[src/led_port_pkg.sv]
`default_nettype none
package led_port_pkg;
   // register location and width
   localparam logic [7:0] REG_ADDR = 8'h05;
   localparam int REG_W = 8;
   // field positions
   localparam int BIT_CAL = 7;
   localparam int BIT_PSM = 6;
   localparam int BIT_DIR = 5;
   localparam int BIT_VAL = 4;
   localparam int BIT_TYPE = 3;
   localparam int BIT_SINK3 = 2;
   localparam int BIT_SINK2 = 1;
   localparam int BIT_SINK1 = 0;
   // value after reset: 0 1 1 0 1 0 1 0
   localparam logic [7:0] REG_RESET = 8'h6a;

   typedef struct packed {
      logic wr;
      logic rd;
      logic [7:0] addr;
      logic [7:0] wdata;
   } reg_req_t;

   typedef struct packed {
      logic i;
      logic o;
      logic oe;
   } pin_t;
endpackage
`default_nettype wire

[src/sync2.sv]
`default_nettype none
module sync2 #(
   parameter int W = 1
) (
   input wire logic clk_i,
   input wire logic rst_i,
   input wire logic [W-1:0] d_i,
   output logic [W-1:0] q_o
);
   logic [W-1:0] meta_r;
   // first stage feeds only the second
   always_ff @(posedge clk_i or posedge rst_i) begin
      if (rst_i) begin
         meta_r <= '0;
         q_o <= '0;
      end else begin
         meta_r <= d_i;
         q_o <= meta_r;
      end
   end
endmodule
`default_nettype wire

[src/led_channel_port_control_reg.sv]
`default_nettype none
// How it works
// - write bit 7 high starts calibration
// - read bit 7: done flag
// - done clears only on calibration start
// - bit 6 enables power save mode
// - read bit 5 returns dc light pin
// - write bit 5 sets port direction
// - bit 4 holds port value
// - bit 3 selects open drain drive
// - bit 2 enables sink three
// - bit 1 enables sink two
// - bit 0 enables sink one
// - reset value 0110_1010
// - port carries power good unless routed
module led_channel_port_control_reg
   import led_port_pkg::*;
(
   input wire logic clk_i,
   input wire logic rst_i,
   input wire reg_req_t req_i,
   output logic [7:0] rdata_o,
   output logic rvalid_o,
   input wire logic calibration_done_i,
   input wire logic dc_light_select_input_i,
   input wire logic power_good_routing_i,
   input wire logic power_good_i,
   input wire logic port_pin_i,
   output logic port_pin_o,
   output logic port_pin_oe_o,
   output logic calibration_start_done_o,
   output logic calibration_start_o,
   output logic power_save_enable_o,
   output logic sink1_enable_o,
   output logic sink2_enable_o,
   output logic sink3_enable_o
);
   // ==========================================================
   // input synchronisers
   // ==========================================================
   logic [2:0] sync_q;
   logic dcl_s, port_s, done_s;

   sync2 #(.W(3)) u_sync (
      .clk_i(clk_i),
      .rst_i(rst_i),
      .d_i({dc_light_select_input_i, port_pin_i, calibration_done_i}),
      .q_o(sync_q)
   );
   assign dcl_s = sync_q[2];
   assign port_s = sync_q[1];
   assign done_s = sync_q[0];

   // ==========================================================
   // control register
   // ==========================================================
   logic [7:0] ctrl_r;
   logic hit_wr, hit_rd, cal_start;
   logic done_r, done_q_r, done_rise;

   // one address decode shared by the write and the read strobe
   function automatic logic addr_hit(input reg_req_t r);
      return r.addr == REG_ADDR;
   endfunction

   assign hit_wr = req_i.wr && addr_hit(req_i);
   assign hit_rd = req_i.rd && addr_hit(req_i);
   // start on each write of a one, so a rewrite restarts the cycle
   assign cal_start = hit_wr && req_i.wdata[BIT_CAL];

   always_ff @(posedge clk_i or posedge rst_i) begin
      if (rst_i) begin
         ctrl_r <= REG_RESET;
      end else if (hit_wr) begin
         ctrl_r <= req_i.wdata;
      end
   end

   // ==========================================================
   // stored fields
   // ==========================================================
   // named views of the stored word
   logic cal_en, psm_en, dir_out, val_bit, open_drain;
   assign cal_en = ctrl_r[BIT_CAL];
   assign psm_en = ctrl_r[BIT_PSM];
   assign dir_out = ctrl_r[BIT_DIR];
   assign val_bit = ctrl_r[BIT_VAL];
   assign open_drain = ctrl_r[BIT_TYPE];

   // ==========================================================
   // calibration done flag
   // ==========================================================
   // resets low, the idle level of the engine's done line
   always_ff @(posedge clk_i or posedge rst_i) begin
      if (rst_i) begin
         done_q_r <= 1'b0;
      end else begin
         done_q_r <= done_s;
      end
   end

   // an engine finish only counts while calibration is enabled
   assign done_rise = done_s && !done_q_r && cal_en;

   // a finish wins over a start in the same cycle; reads leave the flag
   always_ff @(posedge clk_i or posedge rst_i) begin
      if (rst_i) begin
         done_r <= 1'b0;
      end else if (done_rise) begin
         done_r <= 1'b1;
      end else if (cal_start) begin
         done_r <= 1'b0;
      end
   end

   // ==========================================================
   // read path
   // ==========================================================
   function automatic logic [7:0] read_word(input logic [7:0] c, input logic d,
                                            input logic l, input logic p);
      logic [7:0] w;
      w = c;
      w[BIT_CAL] = d;
      w[BIT_DIR] = l;
      if (!c[BIT_DIR]) begin
         w[BIT_VAL] = p;
      end
      return w;
   endfunction

   logic [7:0] rdata_nxt;
   always_comb begin
      rdata_nxt = read_word(ctrl_r, done_r, dcl_s, port_s);
   end

   // a pulse per accepted read; other addresses get no answer
   always_ff @(posedge clk_i or posedge rst_i) begin
      if (rst_i) begin
         rvalid_o <= 1'b0;
      end else begin
         rvalid_o <= hit_rd;
      end
   end

   // holds the last answer until the next read of this register
   always_ff @(posedge clk_i or posedge rst_i) begin
      if (rst_i) begin
         rdata_o <= '0;
      end else if (hit_rd) begin
         rdata_o <= rdata_nxt;
      end
   end

   // ==========================================================
   // outputs
   // ==========================================================
   logic pin_val, pin_drv;
   always_comb begin
      pin_val = power_good_routing_i ? val_bit : power_good_i;
      // open drain only pulls low
      if (!dir_out) begin
         pin_drv = 1'b0;
      end else if (open_drain) begin
         pin_drv = !pin_val;
      end else begin
         pin_drv = 1'b1;
      end
   end

   // ==========================================================
   // registered outputs: port pin
   // ==========================================================
   always_ff @(posedge clk_i or posedge rst_i) begin
      if (rst_i) begin
         port_pin_o <= 1'b0;
         port_pin_oe_o <= 1'b0;
      end else begin
         // open drain keeps the data low so a released pin floats high
         port_pin_o <= open_drain ? 1'b0 : pin_val;
         port_pin_oe_o <= pin_drv;
      end
   end

   // ==========================================================
   // registered outputs: calibration
   // ==========================================================
   // the start pulse leads the enable level by one cycle
   always_ff @(posedge clk_i or posedge rst_i) begin
      if (rst_i) begin
         calibration_start_done_o <= REG_RESET[BIT_CAL];
         calibration_start_o <= 1'b0;
      end else begin
         calibration_start_done_o <= cal_en;
         calibration_start_o <= cal_start;
      end
   end

   // ==========================================================
   // registered outputs: converter power save
   // ==========================================================
   always_ff @(posedge clk_i or posedge rst_i) begin
      if (rst_i) begin
         power_save_enable_o <= REG_RESET[BIT_PSM];
      end else begin
         power_save_enable_o <= psm_en;
      end
   end

   // ==========================================================
   // registered outputs: sink enables
   // ==========================================================
   always_ff @(posedge clk_i or posedge rst_i) begin
      if (rst_i) begin
         sink1_enable_o <= REG_RESET[BIT_SINK1];
         sink2_enable_o <= REG_RESET[BIT_SINK2];
         sink3_enable_o <= REG_RESET[BIT_SINK3];
      end else begin
         sink1_enable_o <= ctrl_r[BIT_SINK1];
         sink2_enable_o <= ctrl_r[BIT_SINK2];
         sink3_enable_o <= ctrl_r[BIT_SINK3];
      end
   end
endmodule
`default_nettype wire

[config.mk]
export PLATFORM = sky130hd
export DESIGN_NAME = led_channel_port_control_reg
export DESIGN_NICKNAME = d
export VERILOG_FILES = /design/src/led_port_pkg.sv /design/src/sync2.sv /design/src/led_channel_port_control_reg.sv
export SDC_FILE = /design/constraint.sdc
export NUM_CORES = 1
export LEC_CHECK = 0
export ABC_CLOCK_PERIOD_IN_PS = 1600
export BUFFER_PORTS_ARGS = -buffer_cell sky130_fd_sc_hd__buf_2
export CORE_ASPECT_RATIO = 0.8
export CORE_MARGIN = 4
export CORE_UTILIZATION = 47
export CTS_CLUSTER_SIZE = 20
export DETAILED_ROUTE_END_ITERATION = 12
export GPL_TIMING_DRIVEN = 0
export PLACE_DENSITY = 0.77
export SLEW_MARGIN = 20
export SYNTH_ARGS = -nofsm -noshare
export SYNTH_HDL_FRONTEND = slang
export SYNTH_SLANG_ARGS = --single-unit
export TNS_END_PERCENT = 100
[constraint.sdc]
create_clock -name clk_i -period 1.6 [get_ports clk_i]
set_input_delay 0.08 -clock clk_i [delete_from_list [all_inputs] [get_ports clk_i]]
set_output_delay 0.08 -clock clk_i [all_outputs]
set_load 0.005 [all_outputs]
==> results.json, run 1 <==
{
  "outcome": "completed",
  "first_iter_violations": 3,
  "place.port_buffers": 41,
  "hold_viol": 0,
  "area_used_by_sequential_logic_in_the_layout_um2": 833,
  "vias": 741,
  "cts.htree.levels": 2,
  "die_area_um2": 3290,
  "synth_area_leader_cell": "sky130_fd_sc_hd__dfrtp_1",
  "critical_path.endpoint": "rdata_o[4]",
  "rsz0062_at_grt": "false",
  "synthesis.instances": 65,
  "synthDistinctLibCells": 12,
  "cp.required_ns": 1.80,
  "worstHoldPathType": "input pin to flip-flop",
  "grt_start_max_net_pins": 34,
  "synth_seq_area_share_pct": 73.0,
  "ys_async_sr_fraction_pct": 100,
  "max_cap_viol_count": 0,
  "crit_path_frequent_cell": "sky130_fd_sc_hd__mux2_2",
  "routed_wire_length_per_instance_um": 13.6,
  "startpoint_type": "flip-flop",
  "yosys_warnings": 0,
  "diodes": 0,
  "post_synth.cell_area_avg_um2": 17.6,
  "cells_along_the_critical_path": "mux2_2 > mux2_2",
  "worst_ep_arrival_time_ns": 1.43,
  "gp_routability_congestion": 0.674,
  "r2r_start": "ctrl_r[5]",
  "layout_worst_path_cycle_share_pct": 76.8,
  "sum_of_negative_setup_slack_ns": 0,
  "grt_pass1_vias": 789,
  "power_density_nw_per_um2": 938,
  "clockRootBuffer": "sky130_fd_sc_hd__clkbuf_4",
  "core_region_area_um2": 2230,
  "detail_route.drc_violations": 0,
  "die_h_um": 52.1,
  "maxSlewViolCount": 0,
  "final_layout_size_suffix_gt1_share_pct": 60.3,
  "p_leak_nw": 0.835,
  "worst-r2r-setup-slack_ns": 0.37,
  "gr-total-overflow": 0,
  "path_type_of_the_worst_setup_path": "flip-flop to flip-flop",
  "register_bit_count_reported_by_yosys": 33,
  "timing.critical_path.depth": 2,
  "totalPowerFinal_mw": 1.46,
  "multiInputGateArea_um2": 289,
  "worst_setup_path_end_kind": "flip-flop",
  "dp.cells": 131,
  "finalWorstSetupSlack_ns": 0.371,
  "worst-path-buf-inv": 0,
  "vias_per_cell": 4.91,
  "postSynthNetCount": 90,
  "initial_core_util_pct": 51.1,
  "critPathTopFamily": "multiplexers",
  "worstPathMaxFanout": 3,
  "worstSkewPairLatency_ns": 0.32,
  "row_count": 15,
  "drt.antenna.violating_nets": 0,
  "timing_worst_slew_pin_value_ns": 0.642,
  "ir_worst_vdd_mv": 0.606,
  "clockBufferDepth": 2,
  "dieWidth_um": 63.1,
  "cts_tree": "done",
  "final_period_minus_worst_setup_slack_ns": 1.23,
  "final_cells": 151,
  "utilization_pct": 69.7,
  "clock_buffers_created_by_tritoncts": 5,
  "firstDrtPassIters": 5,
  "synth_top_area_share_pct": 59.2,
  "reg2reg_to": "rdata_o[4]",
  "grt_first_pass_wirelength_mm": 3.48,
  "synth_edf_count": 0,
  "groute.usage.overall_pct": 14.6,
  "maxClockFrequency_mhz": 814,
  "path_clk_slew_ns": 0.09,
  "area_growth_syn_to_layout_pct": 36.4,
  "synth.most_common_cell": "sky130_fd_sc_hd__dfrtp_1",
  "pre_cts_ws_ns": 0.282,
  "nFillCells": 171,
  "initial_antenna_violation_count": 0,
  "maxSlewHeadroom_pct": 57.2,
  "ff2ff_path_depth": 2,
  "cts_sinks": 33,
  "postRouteWirelength_mm": 2.05,
  "cpPeakStageDelay_ns": 0.55,
  "setup_viol_count_final": 0,
  "critPathLaunch": "ctrl_r[5]",
  "synth_top_cells_by_count": "27 x sky130_fd_sc_hd__dfrtp_1, 17 x sky130_fd_sc_hd__mux2_2, 6 x sky130_fd_sc_hd__dfstp_2, 5 x sky130_fd_sc_hd__inv_1",
  "io_pins": 42,
  "worst_path_max_delay_cell": "sky130_fd_sc_hd__dfstp_2",
  "synth.cell_area_um2": 1140,
  "synth-main-ff-cell": "sky130_fd_sc_hd__dfrtp_1",
  "post_layout_net_count": 150,
  "post_synth_main_area_contributors": "sky130_fd_sc_hd__dfrtp_1 59%, sky130_fd_sc_hd__mux2_2 17%, sky130_fd_sc_hd__dfstp_2 14%",
  "finClkSkew_ns": 0.00982,
  "hpwl_mm": 1.43
}
## layout by cell type (no fill, tap or decap)
master,instances
sky130_fd_sc_hd__and4bb_2,1
sky130_fd_sc_hd__a32oi_1,1
sky130_fd_sc_hd__inv_1,4
sky130_fd_sc_hd__a21bo_2,1
sky130_fd_sc_hd__dfrtp_1,27
sky130_fd_sc_hd__clkbuf_4,5
sky130_fd_sc_hd__mux2_2,17
sky130_fd_sc_hd__nor2_1,2
sky130_fd_sc_hd__clkbuf_1,2
sky130_fd_sc_hd__nand3_2,2
sky130_fd_sc_hd__inv_2,1
sky130_fd_sc_hd__mux2i_1,1
sky130_fd_sc_hd__dlygate4sd3_1,12
sky130_fd_sc_hd__clkbuf_8,1
sky130_fd_sc_hd__o21a_1,1
sky130_fd_sc_hd__dfstp_2,6
sky130_fd_sc_hd__buf_2,41
sky130_fd_sc_hd__nor4_4,1
## kinds of logic (layout without fill, tap and decap cells)
family | Yosys count | after routing | synth area share, %
flip-flops | 33 | 33 | 73.0
multiplexers | 18 | 18 | 17.7
AND/OR/NAND/NOR | 6 | 6 | 5.37
buffers and inverters | 5 | 66 | 1.64
AO/OA/AOI/OAI | 3 | 3 | 2.30
## routing by layer
metal | vias up | wire [um] | global-route usage [%] | share of wire [%]
li1 | 348 | - | - | -
met1 | 359 | 784 | 16.1 | 38
met2 | 32 | 1080 | 24.2 | 53
met3 | 2 | 169 | 6.91 | 8.3
met4 | 0 | 13 | 6.59 | 0.63
met5 | - | 0 | 0 | 0
## worst min path at each step
stage                     slack [ns]               end          startpoint  depth (start not counted)
final                           0.05        port_pin_o        power_good_i                          3
after CTS                       0.02        port_pin_o        power_good_i                          3
after floorplan                 0.11  u_sync.meta_r[0]  calibration_done_i                          0
after global placement          0.19  u_sync.meta_r[0]  calibration_done_i                          1
after detailed placement        0.19  u_sync.meta_r[1]          port_pin_i                          1
after global routing            0.07        port_pin_o        power_good_i                          3
## state kept, by name, summed over array words and instances (netlist names), 3 cells and up
register,cells
u_sync.q_o,3
ctrl_r,8
u_sync.meta_r,3
rdata_o,8
## report_power, final
group	internal (mW)	switching (mW)
Sequential	0.870	0.0133
Combinational	0.0663	0.0447
Clock	0.217	0.249
Total	1.15	0.307
## per-stage QoR
stage | hold WS, ns | area, um^2
after floorplan | 0.111 | 1140
after global placement | 0.189 | 1380
after detailed placement | 0.190 | 1380
after global routing | 0.0714 | 1560
final | 0.0470 | 1560
after CTS | 0.0244 | 1560
## worst register-to-register path, stage by stage, from the launching register on
cell                      delay [ns]
sky130_fd_sc_hd__dfstp_2        0.55
sky130_fd_sc_hd__mux2_2         0.32
sky130_fd_sc_hd__mux2_2         0.26
## repair_timing
action                                  in CTS  in global routing
resized for setup                            0                  0
hold buffers                                12                  0
endpoints found under the setup margin       0                  0
hold endpoints to repair                    39                  0
setup buffers                                0                  0
## layout make-up
class / count / share of cell area, %
timing repair buffer: 53 / 20.9
tap: 25 / 2.01
multi-input combinational: 27 / 18.6
inverter: 5 / 1.21
sequential: 33 / 53.5
clock buffer: 8 / 3.78
Power figures use the tool's default switching activity.
==> run 2, diff against run 1 <==
- ABC_CLOCK_PERIOD_IN_PS: 1600 -> 1200
- clock period: 1.6 -> 1.2 ns (I/O delays scaled with it)
==> run 2 against run 1 <==
Compared with the run above:
- the run now ends with negative setup slack left
- clock skew shrank 0.0012 ns
- clock power grew 34%
- sequential power grew 33%
- hold slack lost 0.028 ns
- worst setup slack lost 0.38 ns
- count of clock-buffer cells in the layout is the same
- sequential cell count is the same
- power grew 34%
- global-route usage grew 0.19 points
- utilization grew 0.67 points
- critical path depth is the same
- first-iteration DRC count grew 130%
- critical path type unchanged
- critical endpoint unchanged
- highest routed layer unchanged
==> results.json, run 2 (synthesis results as in run 1) <==
{
  "worst_ep_arrival_time_ns": 1.43,
  "worst_setup_path_end_kind": "flip-flop",
  "gp_routability_congestion": 0.674,
  "post_layout_net_count": 151,
  "startpoint_type": "flip-flop",
  "clockRootBuffer": "sky130_fd_sc_hd__clkbuf_4",
  "postRouteWirelength_mm": 2.10,
  "finalWorstSetupSlack_ns": -0.0136,
  "worstHoldPathType": "input pin to flip-flop",
  "initial_antenna_violation_count": 0,
  "failed_checks": "negative setup slack",
  "cp.required_ns": 1.41,
  "first_iter_violations": 7,
  "groute.usage.overall_pct": 14.8,
  "final_cells": 152,
  "clockBufferDepth": 2,
  "layout.cells.most_common_list": "41 x sky130_fd_sc_hd__buf_2, 27 x sky130_fd_sc_hd__dfrtp_1, 15 x sky130_fd_sc_hd__mux2_2",
  "diodes": 0,
  "vias": 752,
  "gr-total-overflow": 0,
  "dp.cells": 131,
  "grt_pass1_vias": 803,
  "grt_first_pass_wirelength_mm": 3.54,
  "maxSlewViolCount": 0,
  "grt_start_max_net_pins": 34,
  "area_growth_syn_to_layout_pct": 37.7,
  "p_leak_nw": 0.847,
  "layout_worst_path_cycle_share_pct": 101,
  "cts.htree.levels": 2,
  "routed_wire_length_per_instance_um": 13.8,
  "rsz0062_at_grt": "true",
  "setup_viol_count_final": 1,
  "path_clk_slew_ns": 0.09,
  "drt.antenna.violating_nets": 0,
  "row_count": 15,
  "max_cap_viol_count": 0,
  "utilization_pct": 70.4,
  "io_pins": 42,
  "core_region_area_um2": 2230,
  "dieWidth_um": 63.1,
  "hold_viol": 0,
  "outcome": "complete, but fails checks",
  "hold_slack_ns": 0.0190,
  "maxSlewHeadroom_pct": 57.3,
  "worstSkewPairLatency_ns": 0.33,
  "post_dp_cell_area_um2": 1380,
  "nFillCells": 165,
  "number_of_instances_on_the_worst_hold_path": 3,
  "power_density_nw_per_um2": 1250,
  "finClkSkew_ns": 0.00866,
  "clock_buffers_created_by_tritoncts": 5,
  "final_period_minus_worst_setup_slack_ns": 1.21,
  "place.port_buffers": 41,
  "detail_route.drc_violations": 0,
  "hpwl_mm": 1.43,
  "path_type_of_the_worst_setup_path": "flip-flop to flip-flop",
  "ir_worst_vdd_mv": 0.810,
  "pre_cts_ws_ns": -0.0984,
  "die_h_um": 52.1,
  "firstDrtPassIters": 3,
  "sum_of_negative_setup_slack_ns": -0.0136,
  "ff2ff_path_depth": 2,
  "postLayoutCellArea_um2": 1570,
  "maxClockFrequency_mhz": 824,
  "die_area_um2": 3290,
  "cts_tree": "done",
  "cts_sinks": 33,
  "worstPathMaxFanout": 2,
  "vias_per_cell": 4.95,
  "final_layout_size_suffix_gt1_share_pct": 60.6,
  "initial_core_util_pct": 51.1,
  "layout.cells.most_common": "sky130_fd_sc_hd__buf_2",
  "largestRegisters": "ctrl_r: 8 flops, rdata_o: 8 flops",
  "totalPowerFinal_mw": 1.96,
  "timing_worst_slew_pin_value_ns": 0.640
}
[run 2: cell type report]
class | instances | area [um^2] | share of cell area, %
Tap cell | 25 | 31.3 | 1.99
Timing Repair Buffer | 54 | 333 | 21.2
Multi-Input combinational cell | 27 | 297 | 18.9
Clock buffer | 8 | 58.8 | 3.74
Sequential cell | 33 | 833 | 53.0
Inverter | 5 | 18.8 | 1.19
[run 2: worst paths after layout]
check                                 start             to  slack, ns
setup / recovery                  ctrl_r[5]     rdata_o[4]      -0.01
setup reg to reg                  ctrl_r[5]     rdata_o[4]      -0.01
min in group asynchronous             rst_i     rdata_o[7]       0.36
max in group asynchronous             rst_i  port_pin_oe_o       0.41
hold reg to reg            u_sync.meta_r[1]  u_sync.q_o[1]       0.36
hold / removal                 power_good_i     port_pin_o       0.02
[run 2: what timing repair did]
action / 4_1_cts / 5_1_grt
buffers inserted: 1 / 0
hold buffers: 12 / 0
endpoints found under the setup margin: 1 / 1
resized for setup: 2 / 0
gates cloned: 0 / 0
endpoints found under the hold margin: 39 / 0
[run 2: per-layer routing]
| metal | part of all wire, % | up-vias | wire [um] | global-route usage [%] |
|---|---|---|---|---|
| li1 | - | 349 | - | - |
| met1 | 39 | 366 | 814 | 16.5 |
| met2 | 51 | 32 | 1070 | 23.8 |
| met3 | 8.4 | 5 | 176 | 7.13 |
| met4 | 1.8 | 0 | 38 | 7.33 |
| met5 | 0 | - | 0 | 0 |
[run 2: worst max-delay path, cell delays in order, from the launching register on]
cell and delay [ns]:
sky130_fd_sc_hd__dfstp_2 0.55, sky130_fd_sc_hd__mux2_4 0.29, sky130_fd_sc_hd__mux2_4 0.26
[run 2: power by group]
part / total (mW) / leakage, nW / internal [mW] / switching, mW
Sequential: 1.18 / 0.415 / 1.16 / 0.0181
Combinational: 0.154 / 0.400 / 0.0927 / 0.0608
Clock: 0.626 / 0.0326 / 0.289 / 0.338
